[src/design/fault_sup_pkg.sv]
// Purpose: shared constants and carriers for the start fault supervisor
// Assumes: 25 MHz sys_clk, 1 ms supervision tick
// Notes:   all thresholds counted in ticks
package fault_sup_pkg;

    localparam int unsigned CLK_HZ          = 25_000_000;
    localparam int unsigned TICK_US         = 1000;
    localparam int unsigned TICK_CYCLES     = CLK_HZ / 1_000_000 * TICK_US;
    localparam int unsigned IGNORE_MS       = 100;
    localparam int unsigned TRIP_MS         = 2000;
    localparam int unsigned LINK_MS         = 15000;
    localparam int unsigned BYPASS_RAMP_MS  = 6000;
    localparam int unsigned IGNORE_TICKS    = IGNORE_MS * 1000 / TICK_US;
    localparam int unsigned TRIP_TICKS      = TRIP_MS * 1000 / TICK_US;
    localparam int unsigned LINK_TICKS      = LINK_MS * 1000 / TICK_US;
    localparam int unsigned RAMP6_TICKS     = BYPASS_RAMP_MS * 1000 / TICK_US;
    localparam int unsigned TW              = 16;

    // Reaction to a silent serial link
    typedef enum logic [1:0] {
        LINK_IGNORE     = 2'h0,
        LINK_STOP_ALARM = 2'h1,
        LINK_RUN_ALARM  = 2'h2
    } link_react_t;

    // Mains and motor state inputs
    typedef struct packed {
        logic multi_loss;
        logic single_loss;
        logic accelerating;
        logic full_voltage;
        logic current_limiting;
        logic ramp_elapsed;
        logic cl_mode;
    } plant_t;

    // Operator and serial master inputs
    typedef struct packed {
        logic start_cmd;
        logic stop_cmd;
        logic reset_key;
        logic serial_mode;
        logic link_activity;
    } oper_t;

    // Motor control outputs
    typedef struct packed {
        logic run;
        logic soft_restart;
        logic freewheel_stop;
        logic limit_release;
        logic full_ramp_6s;
    } motor_t;

endpackage

[src/design/motor_start_fault_supervisor.sv]
// Purpose: phase, current limit and serial link fault supervision
// Assumes: plant and oper inputs are asynchronous levels; link_activity pulses stretched
// Notes:   outputs registered; category 2 trips self-clear on next start
module motor_start_fault_supervisor
    import fault_sup_pkg::*;
#(
    parameter int unsigned TICK_DIV = TICK_CYCLES
) (
    // Clock and reset
    input  wire logic                      sys_clk,
    input  wire logic                      reset,
    // Plant and operator
    input  wire fault_sup_pkg::plant_t     plant,
    input  wire fault_sup_pkg::oper_t      oper,
    // Configuration
    input  wire logic                      single_phase_run,
    input  wire logic                      continue_on_timeout,
    input  wire fault_sup_pkg::link_react_t link_react,
    // Motor control
    output fault_sup_pkg::motor_t          motor,
    // Alarms
    output logic                           phase_input_alarm,
    output logic                           current_limit_timeout_alarm,
    output logic                           serial_link_alarm
);
    import fault_sup_pkg::*;

    // Divider is 16 bits wide
    if (TICK_DIV < 1 || TICK_DIV > 65535) begin : g_tick_div_check
        $error("TICK_DIV out of range");
    end

    // Three-stage input synchronisers; change accepted when stages 2 and 3 agree
    localparam int NIN = $bits(plant_t) + $bits(oper_t);
    logic [NIN-1:0] s1_q, s2_q, s3_q, filt_q;
    always_ff @(posedge sys_clk) begin
        if (reset) begin
            s1_q   <= '0;
            s2_q   <= '0;
            s3_q   <= '0;
            filt_q <= '0;
        end else begin
            s1_q <= {plant, oper};
            s2_q <= s1_q;
            s3_q <= s2_q;
            for (int i = 0; i < NIN; i++) begin
                if (s2_q[i] == s3_q[i]) filt_q[i] <= s3_q[i];
            end
        end
    end
    plant_t pl;
    oper_t  op;
    assign {pl, op} = filt_q;

    // Common tick
    logic [15:0] div_q;
    logic        tick;
    always_ff @(posedge sys_clk) begin
        if (reset || div_q == 16'(TICK_DIV - 1)) div_q <= 16'h0000;
        else div_q <= div_q + 16'h0001;
    end
    assign tick = (div_q == 16'(TICK_DIV - 1));

    // Phase failure classification
    logic running_q;
    logic loss_as_multi, loss_single_run, fail_now;
    assign loss_as_multi   = pl.multi_loss || (pl.single_loss && pl.accelerating);
    assign loss_single_run = pl.single_loss && pl.full_voltage && !pl.accelerating;
    assign fail_now        = loss_as_multi || (loss_single_run && !single_phase_run);

    // Failure duration timer, restarts when mains is healthy again
    logic [TW-1:0] fail_cnt_q;
    always_ff @(posedge sys_clk) begin
        if (reset || !(fail_now || loss_single_run)) fail_cnt_q <= '0;
        else if (tick && fail_cnt_q != TW'(TRIP_TICKS)) fail_cnt_q <= fail_cnt_q + 1'b1;
    end
    logic past_ignore, past_trip;
    assign past_ignore = fail_cnt_q >= TW'(IGNORE_TICKS);
    assign past_trip   = fail_cnt_q == TW'(TRIP_TICKS);

    // Pause pending a soft restart while loss is in the 100 ms - 2 s window
    logic pause_q;
    always_ff @(posedge sys_clk) begin
        if (reset) pause_q <= 1'b0;
        else if (fail_now && loss_as_multi && past_ignore && !past_trip && running_q)
            pause_q <= 1'b1;
        else if (past_trip || !running_q) pause_q <= 1'b0;
        else if (!fail_now) pause_q <= 1'b0;
    end
    logic restart_d;
    assign restart_d = pause_q && !fail_now && running_q;

    // Phase input alarm
    logic phase_trip, phase_alarm_q;
    assign phase_trip = past_trip && fail_now && running_q;
    always_ff @(posedge sys_clk) begin
        if (reset) phase_alarm_q <= 1'b0;
        else if (past_trip && running_q) phase_alarm_q <= 1'b1;
        // With single_phase_run set, phase return clears even after a stop, the alarm is only a report here
        else if (single_phase_run && !pl.single_loss && !pl.multi_loss)
            phase_alarm_q <= 1'b0;
        else if (op.start_cmd) phase_alarm_q <= 1'b0;
    end

    // Current-limit time-out
    logic cl_alarm_q, cl_trip, bypass_q;
    logic [TW-1:0] ramp_cnt_q;
    logic cl_fire;
    assign cl_fire = pl.cl_mode && pl.current_limiting && pl.ramp_elapsed && running_q
                     && !cl_alarm_q;
    assign cl_trip = cl_fire && !continue_on_timeout;
    always_ff @(posedge sys_clk) begin
        if (reset) cl_alarm_q <= 1'b0;
        else if (cl_fire) cl_alarm_q <= 1'b1;
        else if (op.reset_key || op.stop_cmd || op.start_cmd) cl_alarm_q <= 1'b0;
    end
    always_ff @(posedge sys_clk) begin
        if (reset) bypass_q <= 1'b0;
        else if (cl_fire && continue_on_timeout) bypass_q <= 1'b1;
        else if (!running_q || ramp_cnt_q == TW'(RAMP6_TICKS)) bypass_q <= 1'b0;
    end
    always_ff @(posedge sys_clk) begin
        if (reset || !bypass_q) ramp_cnt_q <= '0;
        else if (tick) ramp_cnt_q <= ramp_cnt_q + 1'b1;
    end

    // Serial link silence
    logic          link_active;
    logic [TW-1:0] link_cnt_q;
    logic          link_alarm_q, link_broken, link_stop;
    assign link_active = op.serial_mode && link_react != LINK_IGNORE;
    always_ff @(posedge sys_clk) begin
        if (reset || !op.serial_mode || op.link_activity) link_cnt_q <= '0;
        else if (tick && link_cnt_q != TW'(LINK_TICKS)) link_cnt_q <= link_cnt_q + 1'b1;
    end
    // Single pulse on reaching the limit, so a keypad clear is not undone
    assign link_broken = tick && link_cnt_q == TW'(LINK_TICKS - 1) && link_active;
    assign link_stop   = link_broken && link_react == LINK_STOP_ALARM;
    always_ff @(posedge sys_clk) begin
        if (reset) link_alarm_q <= 1'b0;
        else if (op.link_activity || op.reset_key) link_alarm_q <= 1'b0;
        else if (link_broken) link_alarm_q <= 1'b1;
    end

    // Run state: category 2 stops allow a plain restart
    logic two_phase;
    assign two_phase = single_phase_run && loss_single_run;
    always_ff @(posedge sys_clk) begin
        if (reset) running_q <= 1'b0;
        else if (op.stop_cmd || phase_trip || cl_trip || link_stop) running_q <= 1'b0;
        else if (op.start_cmd) running_q <= 1'b1;
    end

    // Registered outputs
    always_ff @(posedge sys_clk) begin
        if (reset) begin
            motor <= '0;
        end else begin
            motor.run            <= running_q && !pause_q && !op.stop_cmd;
            motor.soft_restart   <= restart_d;
            motor.freewheel_stop <= two_phase && running_q && op.stop_cmd;
            motor.limit_release  <= bypass_q;
            motor.full_ramp_6s   <= bypass_q;
        end
    end
    always_ff @(posedge sys_clk) begin
        if (reset) begin
            phase_input_alarm           <= 1'b0;
            current_limit_timeout_alarm <= 1'b0;
            serial_link_alarm           <= 1'b0;
        end else begin
            phase_input_alarm           <= phase_alarm_q;
            current_limit_timeout_alarm <= cl_alarm_q;
            serial_link_alarm           <= link_alarm_q;
        end
    end

endmodule

[config.mk]
export PLATFORM = sky130hd
export DESIGN_NAME = motor_start_fault_supervisor
export DESIGN_NICKNAME = d
export VERILOG_FILES = /design/src/design/fault_sup_pkg.sv /design/src/design/motor_start_fault_supervisor.sv
export SDC_FILE = /design/constraint.sdc
export NUM_CORES = 1
export LEC_CHECK = 0
export ABC_AREA = 1
export BUFFER_PORTS_ARGS = -buffer_cell sky130_fd_sc_hd__clkbuf_2
export CAP_MARGIN = 20
export CORE_UTILIZATION = 30
export DETAILED_ROUTE_END_ITERATION = 16
export PLACE_DENSITY_LB_ADDON = 0.1
export SYNTH_ARGS = -nofsm -noshare
export SYNTH_HDL_FRONTEND = slang
export SYNTH_SLANG_ARGS = --single-unit
[constraint.sdc]
create_clock -name sys_clk -period 3.4 [get_ports sys_clk]
set_input_delay 0.34 -clock sys_clk [delete_from_list [all_inputs] [get_ports sys_clk]]
set_output_delay 0.34 -clock sys_clk [all_outputs]
set_load 0.01 [all_outputs]
==> flow_summary.yaml, run 1 <==
status:
  status: "complete, no violations"
routing:
  route.detailed.drc: 0
  wl_met2_mm: 6.27
  vias: 5231
  drt_wl_total_mm: 14.0
  dr.max_layer_used: "met4"
  wl_met1_mm: 7.19
  ant_nets: 0
  firstDrtPassIters: 4
  drtIter0Drc: 227
  routedWlPerCell_um: 11.8
  wl_met3_um: 409
  vias_per_cell: 4.40
grt:
  grt_pass1_wl_mm: 24.1
  globalRouteOverflowTotal: 0
  grt_usage: 0.150
  grt_pass1_vias: 4898
  antenna_found_initial: 0
  grt_max_degree: 28
pwr:
  leakagePower_nw: 2.49
  ir_worst_vdd_mv: 0.292
  power_density_nw_per_um2: 473
clocking:
  cts_made_buffers: 17
  cts_tree: "built"
  clk_latency_ns: 0.42
  cts_setup_buffers: 0
  root_buffer: "clkbuf_16"
  cts_resized: 0
  htreeDepth: 4
  cts_buffer_depth: 2
  cts.sinks: 125
  clk_pin_slew_worst_paths_ns: 0.07
  holdBufCountCts: 0
sta:
  slew_violations: 0
  fmax_mhz: 474
  clock_skew_ns: 0.0109
  layout_min_cycle_time_ns: 2.11
  setup_violations: 0
  rsz0062_at_grt: "false"
  worst_slew_margin_rel: 0.486
  tightest_slew_ns: 0.771
  hold_violations: 0
  final.setup.tns_ns: 0
  fin_crit_sh: 0.620
setup_path:
  endpoint_kind: "register"
  critPathKind: "reg -> reg"
  arrival_ns: 2.38
  cp-start-kind: "register"
  crit_fanout: 15
  cp.required_ns: 3.67
  r2r_slack_ns: 1.29
logic_synthesis:
  synth_edf_count: 0
  synth-seq-area-share: 0.412
  ys_ff_latch: 125
  synth-warning-count: 0
  async_reset_ff_frac: 0
  ys_types: 35
  syn_nets: 912
  syn_avg_cell_area_um2: 6.85
  synth_cells: 887
  synth.cell_area_um2: 6080
  synthFlopType: "dfxtp_1"
placement:
  dp_hpwl_mm: 10.2
  port_buffers: 25
  placed_area_um2: 6410
  gp_congestion: 0.770
hold_path:
  hold_path.class: "in -> reg"
floorplan:
  dieArea_um2: 20800
  start_util: 0.309
  die_h_um: 144
  core_um2: 19700
  rows: 51
  ios: 26
  chipWidth_um: 144
finish:
  design.final.nets: 935
  drive_above_1_share: 0.137
  diodes: 0
  syn_to_final_growth_pct: 14.9
  stdcell_area_um2: 6980
run:
  maxCapViolations: 0
==> logic make-up (layout without fill, tap and decap cells) <==
| logic type | after synthesis | count (layout) | share of synthesized area |
|---|---|---|---|
| adder cells (fa/ha/maj) | 7 | 7 | 0.0144 |
| AO/OA/AOI/OAI | 97 | 97 | 0.0962 |
| buffers and inverters | 150 | 186 | 0.100 |
| XOR/XNOR | 18 | 18 | 0.0259 |
| flip-flops | 125 | 125 | 0.412 |
| AND/OR/NAND/NOR | 490 | 490 | 0.351 |
==> layer usage <==
metal	up-vias	global-route usage
li1	2824	-
met1	2335	0.199
met2	60	0.237
met3	12	0.0407
met4	0	0.0432
met5	-	0
==> path summary, 6_finish.rpt <==
| check | startpoint | end | cells after the start |
|---|---|---|---|
| worst min register to register | s1_q[8] | s2_q[8] | 2 |
| worst max-delay path | div_q[0] | link_cnt_q[5] | 8 |
| worst min-delay path | oper[4] | s1_q[4] | 3 |
| worst max register to register | div_q[0] | link_cnt_q[5] | 8 |
==> report_power, final <==
part           total (mW)  leakage (nW)  internal (mW)  switching [mW]
logic              0.0529          1.20         0.0195          0.0334
clock network        1.76         0.278          0.974           0.783
registers            1.49          1.01           1.48         0.00873
==> area by class of cell <==
type                            instances  area [µm²]
Fill cell                            2203       12700
Multi-Input combinational cell        612        2960
Timing Repair Buffer                   26         133
Clock inverter                         15         145
Tap cell                              265         332
Sequential cell                       125        2500
Clock buffer                           17         425
Inverter                              128         480
==> through the flow <==
| stage | hold WS [ns] | total power, mW | setup slack (ns) | instances | util |
|---|---|---|---|---|---|
| global route | 0.0784 | 3.44 | 1.09 | 1188 | 0.355 |
| detailed placement | 0.392 | 1.58 | 1.27 | 1156 | 0.326 |
| finish | 0.102 | 3.30 | 1.29 | 1188 | 0.355 |
| CTS | 0.0797 | 3.36 | 1.25 | 1188 | 0.355 |
| floorplan | 0.388 | 1.56 | 1.94 | 887 | - |
| global placement | 0.393 | 1.58 | 1.30 | 1156 | 0.326 |
==> critical path, cell delays in order, from the launching register on <==
cell and delay, ns:
dfxtp_1 0.35, ha_1 0.20, nand3_1 0.15, inv_1 0.08
nand2_1 0.06, nor2_2 0.50, nand2_2 0.38, nand2_1 0.18
a21oi_2 0.06
==> cell usage after synthesis, types with 12 or more instances <==
cell     number  area (µm²)
a21oi_1      50         250
nor3_1       17        85.1
xor2_1       14         123
nand4_1      27         169
a21oi_2      20         175
nand2_2      23         144
inv_2        12        45.0
nand2_1     213         800
dfxtp_1     125        2500
nand3_1      45         225
nor2_1      145         544
inv_1       115         432
o21ai_0      16        80.1
==> layout by cell type, fill, tap and decap left out, types with 2 or more instances in the layout <==
cell        netlist  routed
a211oi_1          6       6
a21oi_1          50      50
a21oi_2          20      20
a31oi_1           2       2
and2_1            2       2
clkbuf_16         0      17
clkbuf_2          0      25
clkinvlp_4        0       2
dfxtp_1         125     125
ha_1              7       7
inv_1           115     115
inv_2            12      12
inv_6             0       6
inv_8             0       5
nand2_1         213     213
nand2_2          23      23
nand3_1          45      45
nand4_1          27      27
nor2_1          145     145
nor2_2            8       8
nor2_8            2       2
nor3_1           17      17
nor3b_1           3       3
nor4_1            2       2
o21ai_0          16      16
xnor2_1           4       4
xor2_1           14      14
==> flip-flops by register name, indices dropped and copies added, names as in the netlist <==
register	flops
link_cnt_q	16
s2_q	12
motor	4
ramp_cnt_q	16
phase_input_alarm	1
filt_q	12
serial_link_alarm	1
link_alarm_q	1
current_limit_timeout_alarm	1
running_q	1
cl_alarm_q	1
s3_q	12
phase_alarm_q	1
bypass_q	1
div_q	16
fail_cnt_q	16
s1_q	12
pause_q	1
(Power assumes the default switching activity.)
==> run 2, diff against run 1 <==
==> constraint.sdc (replaced) <==
create_clock -name sys_clk -period 1.9 [get_ports sys_clk]
set_input_delay 0.19 -clock sys_clk [delete_from_list [all_inputs] [get_ports sys_clk]]
set_output_delay 0.19 -clock sys_clk [all_outputs]
set_load 0.01 [all_outputs]
==> flow_summary.yaml, run 2 (synthesis gave the netlist of run 1 again) <==
floorplan:
  chipWidth_um: 144
  core_um2: 19700
  rows: 51
  die_h_um: 144
  ios: 26
  start_util: 0.309
  dieArea_um2: 20800
finish:
  multi_input_area_um2: 2960
  fin_cells: 1211
  design.final.nets: 958
  syn_to_final_growth_pct: 18.1
  drive_above_1_share: 0.145
  regArea_um2: 2500
  final_cell_mix: "nand2_1, nor2_1, dfxtp_1"
  diodes: 0
  layout_commonest_cell: "nand2_1"
  fill_cells: 2156
routing:
  drtIter0Drc: 202
  vias: 5290
  routedWlPerCell_um: 11.5
  route.detailed.drc: 0
  drt_wl_total_mm: 14.0
  ant_nets: 0
  firstDrtPassIters: 7
  vias_per_cell: 4.37
sta:
  slew_violations: 0
  clock_skew_ns: 0.00946
  setup_violations: 0
  fmax_mhz: 577
  fin_crit_sh: 0.912
  tightest_slew_ns: 0.741
  worst_slew_margin_rel: 0.506
  rsz0062_at_grt: "true"
  hold_violations: 0
  layout_min_cycle_time_ns: 1.73
  final.setup.tns_ns: 0
setup_path:
  arrival_ns: 2.01
  path_buf_inv: 1
  cp-start-kind: "register"
  cp.required_ns: 2.18
  cp_top_family: "simple AND/OR/NAND/NOR gates"
  crit_slowest_cell: "dfxtp_1"
  worstPathCellList: "ha_1, nand3_1, inv_1, nand2_1, nor2_2, nand2_2, nand2_1, a21oi_2"
  crit_top_cell: "nand2_1"
  critPathKind: "reg -> reg"
  endpoint_kind: "register"
  slowest_delay_ns: 0.35
  crit_fanout: 15
placement:
  place_inst: 1167
  port_buffers: 25
  dp_hpwl_mm: 10.2
  gp_congestion: 0.814
grt:
  globalRouteOverflowTotal: 0
  grt_pass1_vias: 4855
  grt_usage: 0.147
  antenna_found_initial: 0
  grt_max_degree: 22
  grt_pass1_wl_mm: 23.6
clocking:
  clk_pin_slew_worst_paths_ns: 0.06
  cts_resized: 0
  cts_made_buffers: 17
  root_buffer: "clkbuf_16"
  cts.sinks: 125
  htreeDepth: 4
  cts_tree: "built"
  clk_latency_ns: 0.43
  cts_buffer_depth: 2
status:
  status: "complete, no violations"
run:
  maxCapViolations: 0
pwr:
  leakagePower_nw: 2.59
  power_density_nw_per_um2: 821
  ir_worst_vdd_mv: 0.577
hold_path:
  hold_path.class: "in -> reg"
==> run 2: changes by cell type in the layout (fill, tap and decap cells not counted), sizes merged <==
cell | before | now
buf | 1 | 12
inv | 138 | 136
clkinv | 3 | 4
dlygate4sd3 | 0 | 12
clkbuf | 42 | 43
==> run 2: path summary, 6_finish.rpt <==
check                   start       endpoint  slack (ns)  cells past startpoint
min reg2reg           s1_q[7]        s2_q[7]        0.40                      2
min          single_phase_run       motor[2]        0.02                      3
max                  div_q[0]  link_cnt_q[6]        0.17                      8
max reg2reg          div_q[0]  link_cnt_q[6]        0.17                      8
==> run 2: area by class of cell <==
class / count / area share
Clock buffer: 18 / 0.0612
Tap cell: 265 / 0.0462
Timing Repair Buffer: 49 / 0.0467
Inverter: 128 / 0.0670
Multi-Input combinational cell: 612 / 0.413
Clock inverter: 14 / 0.0173
Sequential cell: 125 / 0.349
==> run 2: metrics by stage <==
stage	cell area, µm²	hold slack (ns)	util	power [mW]	setup slack, ns
finish	7180	0.0185	0.365	5.89	0.166
global route	7180	0.00797	0.365	6.14	-0.0133
CTS	7180	0.00103	0.365	6.00	0.116
detailed placement	6490	0.387	0.330	2.83	0.125
global placement	6490	0.388	0.330	2.83	0.142
floorplan	6080	0.297	-	2.79	0.445
==> run 2: worst register-to-register path: stages (launching register included) <==
cell and delay (ns):
dfxtp_1 0.35, ha_1 0.20, nand3_1 0.15, inv_1 0.08, nand2_1 0.07, nor2_2 0.24
nand2_2 0.27, nand2_1 0.16, a21oi_2 0.06
==> run 2: metal layers <==
| layer | share of wire | up-vias | global-route usage |
|---|---|---|---|
| li1 | - | 2882 | - |
| met1 | 0.52 | 2336 | 0.197 |
| met2 | 0.44 | 62 | 0.225 |
| met3 | 0.032 | 10 | 0.0417 |
| met4 | 0.0086 | 0 | 0.0471 |
| met5 | 0 | - | 0 |
==> run 2: where the power goes <==
| group | internal, mW | switching, mW | total (mW) |
|---|---|---|---|
| Sequential | 2.66 | 0.0160 | 2.67 |
| Combinational | 0.0523 | 0.0639 | 0.116 |
| Clock | 1.75 | 1.35 | 3.10 |
==> run 2: what timing repair did <==
action | CTS | global route
endpoints found under the hold margin | 12 | 0
hold buffers | 12 | 0
endpoints found under the setup margin | 0 | 5
setup buffers | 0 | 0
